$ cat src/pkg/pmc_pkg.sv
// Package for the transceiver misc control register bank.
// Assumes a single 100 MHz clock and a plain register port.
package pmc_pkg;
  localparam int ADDR_W = 6;
  localparam int DATA_W = 16;
  // Register offsets
  localparam logic [5:0] OFS_MISC_CONFIG   = 6'h1E;
  localparam logic [5:0] OFS_SOFT_CONTROL  = 6'h1F;
  localparam logic [5:0] OFS_TEST_LANE     = 6'h25;
  localparam logic [5:0] OFS_XOVER_TIMER   = 6'h2C;
  localparam logic [5:0] OFS_INT_STATUS    = 6'h3A;
  localparam logic [5:0] OFS_INT_MASK      = 6'h3B;
  // Misc config fields
  localparam int BIT_FD_OVERRIDE = 11;
  localparam int BIT_ROBUST_XO   = 9;
  localparam int BIT_QUICK_XO    = 8;
  localparam int BIT_INT_OE      = 7;
  localparam int BIT_FORCE_INT   = 6;
  localparam int BIT_TEST_FAILED = 2;
  localparam int BIT_TEST_DONE   = 1;
  localparam int BIT_TEST_TRIG   = 0;
  // Soft control fields
  localparam int BIT_FULL_RESET  = 15;
  localparam int BIT_RESTART     = 14;
  // Test lane fields
  localparam int BIT_LANE_ALL    = 7;
  localparam int POS_LANE_SEL    = 5;
  localparam logic [7:0] TEST_LANE_HI_RST = 8'h04;
  // Crossover timer fields
  localparam int POS_XO_UPPER    = 4;
  localparam logic [11:0] XO_UPPER_RST   = 12'h141;
  localparam logic [3:0]  XO_TIMEOUT_RST = 4'hF;
  // Interrupt status bits
  localparam int INT_W            = 3;
  localparam int IBIT_TEST_DONE   = 0;
  localparam int IBIT_TEST_FAIL   = 1;
  localparam int IBIT_XO_TIMEOUT  = 2;
  localparam logic [2:0] INT_MASK_RST = 3'h0;
  // Timing
  localparam int CLK_PERIOD_NS   = 10;
  localparam int TICK_TIME_NS    = 1000000;
  localparam int MS_CYCLES       = TICK_TIME_NS / CLK_PERIOD_NS;
  localparam int XO_STEP_MS      = 32;
  localparam int MS_CNT_W        = 10;
endpackage

$ cat src/core/pmc_regs.sv
// Misc control and status registers of an Ethernet transceiver.
// Assumes same-clock link status inputs and an external pad wire.
//
// The address-and-strobe port was decided locally.
`timescale 1ns/1ps

//Function
// - With the override set, a forced 100BASE-TX partner and local autoneg or forced 100BASE-TX give full duplex.
// - With the override clear, duplex follows the standard resolution input.
// - Bit 9 enables robust crossover resolution, clear selects normal crossover.
// - Bit 8 enables quick crossover when both ends are forced 100BASE-TX.
// - Bit 7 makes the shared pad an interrupt output when 1, a power-down input when 0, reset 0.
// - Bit 6 holds the interrupt asserted regardless of events.
// - Config bits 5:3 and soft control bits 13:0 ignore writes and read zero.
// - Writing 1 to bit 0 starts the cable test; bit 1 reads 0 while it runs, 1 after, reset 1.
// - Bit 2 reads 1 after a failed cable test and 0 after a normal one.
// - Soft control bit 15 resets the device and all registers, then clears itself.
// - Soft control bit 14 resets the device keeping registers except cable test bits 2:1, which return to 0 and 1, then clears itself.
// - Test lane bit 7 drives the test mode on all 4 lanes.
// - With bit 7 clear, bits 6:5 pick lane A, B, C or D.
// - Timer codes 0, 1, 2 give 32, 64, 96 ms and the field resets to all ones.
module pmc_regs #(
  parameter int MS_CYCLES = pmc_pkg::MS_CYCLES
) (
  input  wire logic        clk,
  input  wire logic        sys_rst,
  input  wire logic [5:0]  reg_addr,
  input  wire logic [15:0] reg_wdata,
  input  wire logic        reg_wr,
  input  wire logic        reg_rd,
  output logic      [15:0] reg_rdata,
  input  wire logic        local_autoneg,
  input  wire logic        local_forced_100tx,
  input  wire logic        partner_forced_100tx,
  input  wire logic        standard_full_duplex,
  output logic             full_duplex,
  output logic             robust_crossover_active,
  output logic             quick_crossover_active,
  input  wire logic        crossover_attempt_start,
  output logic             crossover_timeout,
  output logic             cable_test_trigger,
  input  wire logic        cable_test_end,
  input  wire logic        cable_test_fault,
  output logic             core_reset,
  output logic [3:0]       test_lane_enable,
  input  wire logic        interrupt_powerdown_pad_in,
  output logic             interrupt_powerdown_pad_out,
  output logic             interrupt_powerdown_pad_oe,
  output logic             power_down_request,
  output logic             irq
);
  logic        fd_override_reg;
  logic        robust_xo_reg;
  logic        quick_xo_reg;
  logic        int_oe_reg;
  logic        force_int_reg;
  logic        test_trig_reg;
  logic        test_done_reg;
  logic        test_failed_reg;
  logic        full_reset_reg;
  logic        restart_reg;
  logic [2:0]  lane_sel_reg;
  logic [11:0] xo_upper_reg;
  logic [3:0]  xo_timeout_reg;
  logic [2:0]  int_status_reg;
  logic [2:0]  int_status_next;
  logic [2:0]  int_mask_reg;
  logic [2:0]  int_event;
  logic        pad_meta_reg;
  logic        pad_sync_reg;
  logic [31:0] tick_cnt_reg;
  logic        ms_tick;
  logic [9:0]  ms_cnt_reg;
  logic        xo_run_reg;
  logic        wr_cfg;
  logic        wr_soft;
  logic        trig_write;

  function automatic logic hit(input logic [5:0] a, input logic [5:0] ofs);
    hit = (a == ofs);
  endfunction

  function automatic logic [9:0] xo_limit_ms(input logic [3:0] code);
    xo_limit_ms = 10'((32'(code) + 32'd1) * pmc_pkg::XO_STEP_MS);
  endfunction

  assign wr_cfg     = reg_wr && hit(reg_addr, pmc_pkg::OFS_MISC_CONFIG);
  assign wr_soft    = reg_wr && hit(reg_addr, pmc_pkg::OFS_SOFT_CONTROL);
  assign trig_write = wr_cfg && reg_wdata[pmc_pkg::BIT_TEST_TRIG];

  // Misc config register
  always_ff @(posedge clk or posedge sys_rst) begin
    if (sys_rst) begin
      fd_override_reg <= 1'b0;
      robust_xo_reg   <= 1'b0;
      quick_xo_reg    <= 1'b0;
      int_oe_reg      <= 1'b0;
      force_int_reg   <= 1'b0;
      test_trig_reg   <= 1'b0;
    end else if (full_reset_reg) begin
      fd_override_reg <= 1'b0;
      robust_xo_reg   <= 1'b0;
      quick_xo_reg    <= 1'b0;
      int_oe_reg      <= 1'b0;
      force_int_reg   <= 1'b0;
      test_trig_reg   <= 1'b0;
    end else if (wr_cfg) begin
      fd_override_reg <= reg_wdata[pmc_pkg::BIT_FD_OVERRIDE];
      robust_xo_reg   <= reg_wdata[pmc_pkg::BIT_ROBUST_XO];
      quick_xo_reg    <= reg_wdata[pmc_pkg::BIT_QUICK_XO];
      int_oe_reg      <= reg_wdata[pmc_pkg::BIT_INT_OE];
      force_int_reg   <= reg_wdata[pmc_pkg::BIT_FORCE_INT];
      test_trig_reg   <= reg_wdata[pmc_pkg::BIT_TEST_TRIG];
    end
  end

  // Cable test progress and result
  always_ff @(posedge clk or posedge sys_rst) begin
    if (sys_rst) begin
      test_done_reg      <= 1'b1;
      test_failed_reg    <= 1'b0;
      cable_test_trigger <= 1'b0;
    end else if (full_reset_reg || restart_reg) begin
      test_done_reg      <= 1'b1;
      test_failed_reg    <= 1'b0;
      cable_test_trigger <= 1'b0;
    end else begin
      cable_test_trigger <= trig_write;
      if (trig_write) begin
        test_done_reg   <= 1'b0;
        test_failed_reg <= 1'b0;
      end else if (cable_test_end && !test_done_reg) begin
        test_done_reg   <= 1'b1;
        test_failed_reg <= cable_test_fault;
      end
    end
  end

  // Self-clearing soft resets
  always_ff @(posedge clk or posedge sys_rst) begin
    if (sys_rst) begin
      full_reset_reg <= 1'b0;
      restart_reg    <= 1'b0;
    end else begin
      full_reset_reg <= wr_soft && reg_wdata[pmc_pkg::BIT_FULL_RESET];
      restart_reg    <= wr_soft && reg_wdata[pmc_pkg::BIT_RESTART];
    end
  end

  assign core_reset = full_reset_reg || restart_reg;

  // Test lane and crossover timer registers
  always_ff @(posedge clk or posedge sys_rst) begin
    if (sys_rst) begin
      lane_sel_reg   <= 3'h0;
      xo_upper_reg   <= pmc_pkg::XO_UPPER_RST;
      xo_timeout_reg <= pmc_pkg::XO_TIMEOUT_RST;
    end else if (full_reset_reg) begin
      lane_sel_reg   <= 3'h0;
      xo_upper_reg   <= pmc_pkg::XO_UPPER_RST;
      xo_timeout_reg <= pmc_pkg::XO_TIMEOUT_RST;
    end else if (reg_wr) begin
      if (hit(reg_addr, pmc_pkg::OFS_TEST_LANE)) begin
        lane_sel_reg <= reg_wdata[pmc_pkg::BIT_LANE_ALL:pmc_pkg::POS_LANE_SEL];
      end
      if (hit(reg_addr, pmc_pkg::OFS_XOVER_TIMER)) begin
        xo_upper_reg   <= reg_wdata[15:pmc_pkg::POS_XO_UPPER];
        xo_timeout_reg <= reg_wdata[3:0];
      end
    end
  end

  // Lane enables from the selection
  always_ff @(posedge clk or posedge sys_rst) begin
    if (sys_rst) begin
      test_lane_enable <= 4'h0;
    end else if (lane_sel_reg[2]) begin
      test_lane_enable <= 4'hF;
    end else begin
      test_lane_enable <= 4'(4'h1 << lane_sel_reg[1:0]);
    end
  end

  // Duplex resolution and crossover mode outputs
  always_ff @(posedge clk or posedge sys_rst) begin
    if (sys_rst) begin
      full_duplex             <= 1'b0;
      robust_crossover_active <= 1'b0;
      quick_crossover_active  <= 1'b0;
    end else begin
      if (fd_override_reg && partner_forced_100tx &&
          (local_autoneg || local_forced_100tx)) begin
        full_duplex <= 1'b1;
      end else begin
        full_duplex <= standard_full_duplex;
      end
      robust_crossover_active <= robust_xo_reg;
      quick_crossover_active  <= quick_xo_reg && local_forced_100tx &&
                                 !local_autoneg && partner_forced_100tx;
    end
  end

  // Millisecond tick divider
  assign ms_tick = (tick_cnt_reg == 32'(MS_CYCLES - 1));
  always_ff @(posedge clk or posedge sys_rst) begin
    if (sys_rst) begin
      tick_cnt_reg <= 32'h0;
    end else if (ms_tick || crossover_attempt_start) begin
      tick_cnt_reg <= 32'h0;
    end else begin
      tick_cnt_reg <= tick_cnt_reg + 32'h1;
    end
  end

  // Robust crossover timeout, runs only in robust mode
  always_ff @(posedge clk or posedge sys_rst) begin
    if (sys_rst) begin
      xo_run_reg        <= 1'b0;
      ms_cnt_reg        <= 10'h000;
      crossover_timeout <= 1'b0;
    end else if (core_reset || !robust_xo_reg) begin
      xo_run_reg        <= 1'b0;
      ms_cnt_reg        <= 10'h000;
      crossover_timeout <= 1'b0;
    end else if (crossover_attempt_start) begin
      xo_run_reg        <= 1'b1;
      ms_cnt_reg        <= 10'h000;
      crossover_timeout <= 1'b0;
    end else begin
      crossover_timeout <= 1'b0;
      if (xo_run_reg && ms_tick) begin
        if (ms_cnt_reg + 10'h001 >= xo_limit_ms(xo_timeout_reg)) begin
          xo_run_reg        <= 1'b0;
          crossover_timeout <= 1'b1;
        end
        ms_cnt_reg <= ms_cnt_reg + 10'h001;
      end
    end
  end

  // Interrupt status, set wins over read-clear
  assign int_event[pmc_pkg::IBIT_TEST_DONE]  = cable_test_end && !test_done_reg;
  assign int_event[pmc_pkg::IBIT_TEST_FAIL]  = cable_test_end && !test_done_reg &&
                                               cable_test_fault;
  assign int_event[pmc_pkg::IBIT_XO_TIMEOUT] = crossover_timeout;
  always_comb begin
    int_status_next = int_status_reg;
    if (reg_rd && hit(reg_addr, pmc_pkg::OFS_INT_STATUS)) begin
      int_status_next = 3'h0;
    end
    int_status_next = int_status_next | int_event;
  end

  always_ff @(posedge clk or posedge sys_rst) begin
    if (sys_rst) begin
      int_status_reg <= 3'h0;
      int_mask_reg   <= pmc_pkg::INT_MASK_RST;
    end else if (full_reset_reg) begin
      int_status_reg <= 3'h0;
      int_mask_reg   <= pmc_pkg::INT_MASK_RST;
    end else begin
      int_status_reg <= int_status_next;
      if (reg_wr && hit(reg_addr, pmc_pkg::OFS_INT_MASK)) begin
        int_mask_reg <= reg_wdata[2:0];
      end
    end
  end

  // Interrupt line and shared pad
  always_ff @(posedge clk or posedge sys_rst) begin
    if (sys_rst) begin
      irq                        <= 1'b0;
      interrupt_powerdown_pad_oe <= 1'b0;
    end else begin
      irq <= force_int_reg || (|(int_status_reg & int_mask_reg));
      interrupt_powerdown_pad_oe <= int_oe_reg &&
        (force_int_reg || (|(int_status_reg & int_mask_reg)));
    end
  end
  assign interrupt_powerdown_pad_out = 1'b0;

  // Pad input synchroniser
  always_ff @(posedge clk or posedge sys_rst) begin
    if (sys_rst) begin
      pad_meta_reg <= 1'b1;
      pad_sync_reg <= 1'b1;
    end else begin
      pad_meta_reg <= interrupt_powerdown_pad_in;
      pad_sync_reg <= pad_meta_reg;
    end
  end
  assign power_down_request = !int_oe_reg && !pad_sync_reg;

  // Read data, one cycle after the strobe
  always_ff @(posedge clk or posedge sys_rst) begin
    if (sys_rst) begin
      reg_rdata <= 16'h0000;
    end else if (reg_rd) begin
      reg_rdata <= 16'h0000;
      case (reg_addr)
        pmc_pkg::OFS_MISC_CONFIG: begin
          reg_rdata[pmc_pkg::BIT_FD_OVERRIDE] <= fd_override_reg;
          reg_rdata[pmc_pkg::BIT_ROBUST_XO]   <= robust_xo_reg;
          reg_rdata[pmc_pkg::BIT_QUICK_XO]    <= quick_xo_reg;
          reg_rdata[pmc_pkg::BIT_INT_OE]      <= int_oe_reg;
          reg_rdata[pmc_pkg::BIT_FORCE_INT]   <= force_int_reg;
          reg_rdata[pmc_pkg::BIT_TEST_FAILED] <= test_failed_reg;
          reg_rdata[pmc_pkg::BIT_TEST_DONE]   <= test_done_reg;
          reg_rdata[pmc_pkg::BIT_TEST_TRIG]   <= test_trig_reg;
        end
        pmc_pkg::OFS_SOFT_CONTROL: begin
          reg_rdata[pmc_pkg::BIT_FULL_RESET] <= full_reset_reg;
          reg_rdata[pmc_pkg::BIT_RESTART]    <= restart_reg;
        end
        pmc_pkg::OFS_TEST_LANE: begin
          reg_rdata <= {pmc_pkg::TEST_LANE_HI_RST, lane_sel_reg, 5'h00};
        end
        pmc_pkg::OFS_XOVER_TIMER: begin
          reg_rdata <= {xo_upper_reg, xo_timeout_reg};
        end
        pmc_pkg::OFS_INT_STATUS: begin
          reg_rdata[2:0] <= int_status_reg;
        end
        pmc_pkg::OFS_INT_MASK: begin
          reg_rdata[2:0] <= int_mask_reg;
        end
        default: begin
          reg_rdata <= 16'h0000;
        end
      endcase
    end
  end

  // Checks
  property p_fd_override;
    @(posedge clk) disable iff (sys_rst)
    fd_override_reg && partner_forced_100tx && local_autoneg
      |=> full_duplex;
  endproperty
  a_fd_override: assert property (p_fd_override)
    else $error("override did not force full duplex");

  property p_fd_standard;
    @(posedge clk) disable iff (sys_rst)
    !fd_override_reg |=> full_duplex == $past(standard_full_duplex);
  endproperty
  a_fd_standard: assert property (p_fd_standard)
    else $error("duplex differs from standard resolution");

  property p_force_irq;
    @(posedge clk) disable iff (sys_rst)
    force_int_reg |=> irq;
  endproperty
  a_force_irq: assert property (p_force_irq)
    else $error("forced interrupt not asserted");

  property p_pad_dir;
    @(posedge clk) disable iff (sys_rst)
    !int_oe_reg ##1 !int_oe_reg |-> !interrupt_powerdown_pad_oe;
  endproperty
  a_pad_dir: assert property (p_pad_dir)
    else $error("pad driven while in input mode");

  property p_rsvd_zero;
    @(posedge clk) disable iff (sys_rst)
    reg_rd && reg_addr == pmc_pkg::OFS_SOFT_CONTROL
      |=> reg_rdata[13:0] == 14'h0000;
  endproperty
  a_rsvd_zero: assert property (p_rsvd_zero)
    else $error("reserved soft control bits not zero");

  property p_test_running;
    @(posedge clk) disable iff (sys_rst)
    trig_write && !full_reset_reg && !restart_reg
      |=> !test_done_reg && cable_test_trigger;
  endproperty
  a_test_running: assert property (p_test_running)
    else $error("cable test did not start");

  property p_test_fail;
    @(posedge clk) disable iff (sys_rst)
    cable_test_end && !test_done_reg && !trig_write && !core_reset
      |=> test_done_reg && test_failed_reg == $past(cable_test_fault);
  endproperty
  a_test_fail: assert property (p_test_fail)
    else $error("cable test result not captured");

  property p_self_clear;
    @(posedge clk) disable iff (sys_rst)
    wr_soft && reg_wdata[pmc_pkg::BIT_FULL_RESET]
      |=> core_reset ##1 !robust_xo_reg && test_done_reg;
  endproperty
  a_self_clear: assert property (p_self_clear)
    else $error("full soft reset missing");

  property p_lanes_all;
    @(posedge clk) disable iff (sys_rst)
    lane_sel_reg[2] |=> test_lane_enable == 4'hF;
  endproperty
  a_lanes_all: assert property (p_lanes_all)
    else $error("lanes not all enabled");

  property p_lane_one;
    @(posedge clk) disable iff (sys_rst)
    !lane_sel_reg[2] |=> $onehot(test_lane_enable);
  endproperty
  a_lane_one: assert property (p_lane_one)
    else $error("single lane select not one-hot");

  c_test_fail: cover property (@(posedge clk) cable_test_end &&
                               cable_test_fault && !test_done_reg);
  c_timeout: cover property (@(posedge clk) crossover_timeout);
  c_soft_reset: cover property (@(posedge clk) full_reset_reg);
  c_irq: cover property (@(posedge clk) irq && !force_int_reg);
endmodule

$ cat config.mk
export PLATFORM = sky130hd
export DESIGN_NAME = pmc_regs
export DESIGN_NICKNAME = d
export VERILOG_FILES = /design/src/pkg/pmc_pkg.sv /design/src/core/pmc_regs.sv
export SDC_FILE = /design/constraint.sdc
export NUM_CORES = 1
export LEC_CHECK = 0
export BUFFER_PORTS_ARGS = -buffer_cell sky130_fd_sc_hd__clkbuf_2
export CORE_AREA = 2 2 134 136
export DETAILED_ROUTE_END_ITERATION = 12
export DIE_AREA = 0 0 136 138
export GPL_ROUTABILITY_DRIVEN = 1
export MAX_ROUTING_LAYER = met4
export PLACE_DENSITY = 0.43
export SETUP_SLACK_MARGIN = 0.5
export SKIP_LAST_GASP = 1
export SLEW_MARGIN = 20
export SYNTH_ARGS = -nofsm -noshare
export SYNTH_HDL_FRONTEND = slang
export SYNTH_SLANG_ARGS = --single-unit
$ cat constraint.sdc
create_clock -name clk -period 4.3 [get_ports clk]
set_input_delay 1.075 -clock clk [delete_from_list [all_inputs] [get_ports clk]]
set_output_delay 1.075 -clock clk [all_outputs]
set_load 0.01 [all_outputs]
==> summary.md <==
| Metric | Value |
|---|---|
| RSZ-0062 raised after global routing | `false` |
| CTS H-tree depth | `3` |
| Total wire length | `12380 microns` |
| Period utilization | `60.59%` |
| Area growth syn-to-layout | `16.54%` |
| Worst path required time | `3.22 ns` |
| Fin util | `33.99%` |
| Syn Nets | `569` |
| Leak pwr | `2.645 nW` |
| Endpoint class of the critical path | `output pin` |
| Mapped Area | `5115 sq um` |
| Tmin final | `2.605 ns` |
| Port Buf Inserts | `62` |
| Num ports | `64` |
| Die height | `138 microns` |
| All-Layer GR Usage | `14.32%` |
| Max capacitance violation total | `0` |
| Critical path peak fanout | `33` |
| R2R setup slack | `1.79 ns` |
| Routed WL per cell | `15.21 microns` |
| Synth async-reset ratio | `100.0%` |
| # diodes | `0` |
| DR iter-0 viols | `180` |
| Status | `finished, final reports clean` |
| Largest net degree at the start of global routing | `46` |
| Post-CTS Hold Buffers | `0` |
| Die width | `136 microns` |
| Post-DP HPWL | `8628 microns` |
| CTS resizes | `0` |
| Register area share after synthesis | `52.59%` |
| Syn Area/Cell | `9.724 sq um` |
| Pwr Total | `2.179 mW` |
| Fmax achieved | `383.8 MHz` |
| Top-area cell type share of the netlist area | `47.46%` |
| CTS tree | `yes` |
| Crit path launch type | `flop` |
| Clock sinks | `107` |
| First-pass DRT Iterations | `4` |
| PD cells | `365.5 nW/um^2` |
| Skew-Pair Late Insertion Delay | `0.36 ns` |
| Longest Clk Path Bufs | `2` |
| RR Startpoint | `tick_cnt_reg[22]$_DFF_PP0_` |
| Crit path from | `full_reset_reg$_DFF_PP0_` |
| Max incr delay on CP | `0.36 ns` |
| Layout Nets | `623` |
| Via count | `4010` |
| Antenna violations before repair | `0` |
| Worst Path Arrival | `1.53 ns` |
| Area leader, netlist | `dfrtp_1` |
| Slew @ Worst Pin | `1.010 ns` |
| Last element of the critical path | `core_reset` |
| Filler cells | `1849` |
| Vias in the first global route | `3949` |
| VDD IR max | `0.1900 mV` |
| Clock skew | `0.009095 ns` |
| Hold Path Cell Cnt | `0` |
| Routed Antenna Nets | `0` |
| Mapped Cells | `526` |
| Slew Limit Fails | `0` |
| Row count | `49` |
| Crit-path slowest cell | `dfrtp_1` |
| DP Cell Count | `798` |
| Final Hold Viols | `0` |
| Top post-synthesis cells by area | `dfrtp_1 (47%), dfstp_2 (5.1%), nand2_1 (4.5%)` |
| CP Class | `flop to output pin` |
| Cell chain of the critical path | `buf_4, nor2_1, inv_1, clkbuf_2` |
| Layout Cells excl Fill | `814` |
| Layout cell share with drive strength beyond 1 | `17.44%` |
| Yosys warnings | `0` |
| Setup TNS | `0 ns` |
| CTS root buffer | `clkbuf_16` |
| R2R Path End | `ms_cnt_reg[8]$_DFFE_PP0P_` |
| Die ar. | `18770 sq um` |
| Num CTS Buffers | `9` |
| Distinct cells, synth | `48` |
| Post-synth EDFFs | `0` |
| Routability cong. | `0.7712` |
| Core area | `17530 sq um` |
| DR DRC count | `0` |
| Slew margin rel. | `32.12%` |
| Clock Pin Slew Worst Setup and Hold Paths | `0.07 ns` |
| # Post-CTS Setup Buffers | `0` |
| Worst Hold Class | `flop to flop` |
| First-pass GRT wire length | `20540 microns` |
| Top cells by count, synth | `dfrtp_1 (97), nand2_1 (62), nor2_1 (60)` |
| Yosys reg bits | `107` |
| Vias per cell | `4.926` |
| Main synth FF type | `dfrtp_1` |
| Register Area | `2690 sq um` |
| Initial Util | `29.17%` |
| Final setup viols | `0` |
| Count leader, synth | `dfrtp_1` |
| Max reg flops | `32` |
| Gr ovfl total | `0` |
| Multi-input logic area | `2266 sq um` |
| R2r worst-path depth | `5` |
[critical path: cells and delay by family, from the launching register on]
kind	cells	cell delay, ns
simple gates	1	0.30
flops	1	0.36
buf+inv	3	0.50
[worst min-delay path by stage]
stage | end | slack [ns] | startpoint
global placement | pad_sync_reg$_DFF_PP1_ | 0.35 | pad_meta_reg$_DFF_PP1_
detailed placement | pad_sync_reg$_DFF_PP1_ | 0.35 | pad_meta_reg$_DFF_PP1_
global route | pad_sync_reg$_DFF_PP1_ | 0.37 | pad_meta_reg$_DFF_PP1_
floorplan | pad_sync_reg$_DFF_PP1_ | 0.35 | pad_meta_reg$_DFF_PP1_
CTS | pad_sync_reg$_DFF_PP1_ | 0.36 | pad_meta_reg$_DFF_PP1_
finish | pad_sync_reg$_DFF_PP1_ | 0.36 | pad_meta_reg$_DFF_PP1_
[power breakdown]
group          switching, mW  internal, mW  leakage (nW)
Clock                  0.392         0.454         0.143
Combinational          0.114        0.0835          1.08
Sequential            0.0513          1.08          1.42
Total                  0.557          1.62          2.64
[layer usage]
metal | vias to the layer above | global-route usage [%] | part of all wire (%)
met4 | 0 | 4.331 | 1.4
met5 | - | - | 0
met3 | 14 | 3.850 | 4.5
li1 | 1957 | - | -
met1 | 1968 | 19.64 | 49
met2 | 71 | 20.66 | 45
[through the flow]
stage | hold slack (ns) | setup slack [ns] | area [sq um]
floorplan | 0.3452 | 1.686 | 5119
global placement | 0.3466 | 1.429 | 5667
detailed placement | 0.3473 | 1.406 | 5667
CTS | 0.3581 | 1.639 | 5961
global route | 0.3666 | 1.461 | 5961
finish | 0.3559 | 1.695 | 5961
[cell type report]
class                           count  share of cell area (%)
Sequential cell                   107                   45.13
Inverter                           18                   1.196
Timing Repair Buffer               66                   5.919
Multi-Input combinational cell    378                   38.01
Clock inverter                      6                   1.092
Tap cell                          229                   4.807
Clock buffer                       10                   3.841
[cells in the final DEF, fill, tap and decap left out, types with 4 or more instances in the layout]
cell,instances
clkbuf_16,9
or3_1,6
clkbuf_2,62
and3_1,13
nand2_1,62
mux2i_1,6
xnor2_1,12
a21oi_1,43
o21ai_0,7
dfstp_2,10
o21ai_1,6
ha_1,9
a22oi_1,7
nor3_1,4
nor4_1,11
nand4_1,16
inv_1,17
xor2_1,24
nor2_1,60
nand3b_1,10
a222oi_1,5
nand3_1,31
dfrtp_1,97
[cells by family (layout without fill, tap and decap cells)]
kind of cell    count (synthesis)  count (layout)  share of synthesized area, %
simple gates                  239             239                         24.27
flops                         107             107                         52.59
buf+inv                        41             100                         3.107
mux                             9               9                         1.835
compound gates                 84              84                         9.760
xor+xnor                       36              36                         6.164
fa+ha+maj                       9               9                         2.202
other cells                     1               1                       0.07332
(Power assumes the default switching activity.)
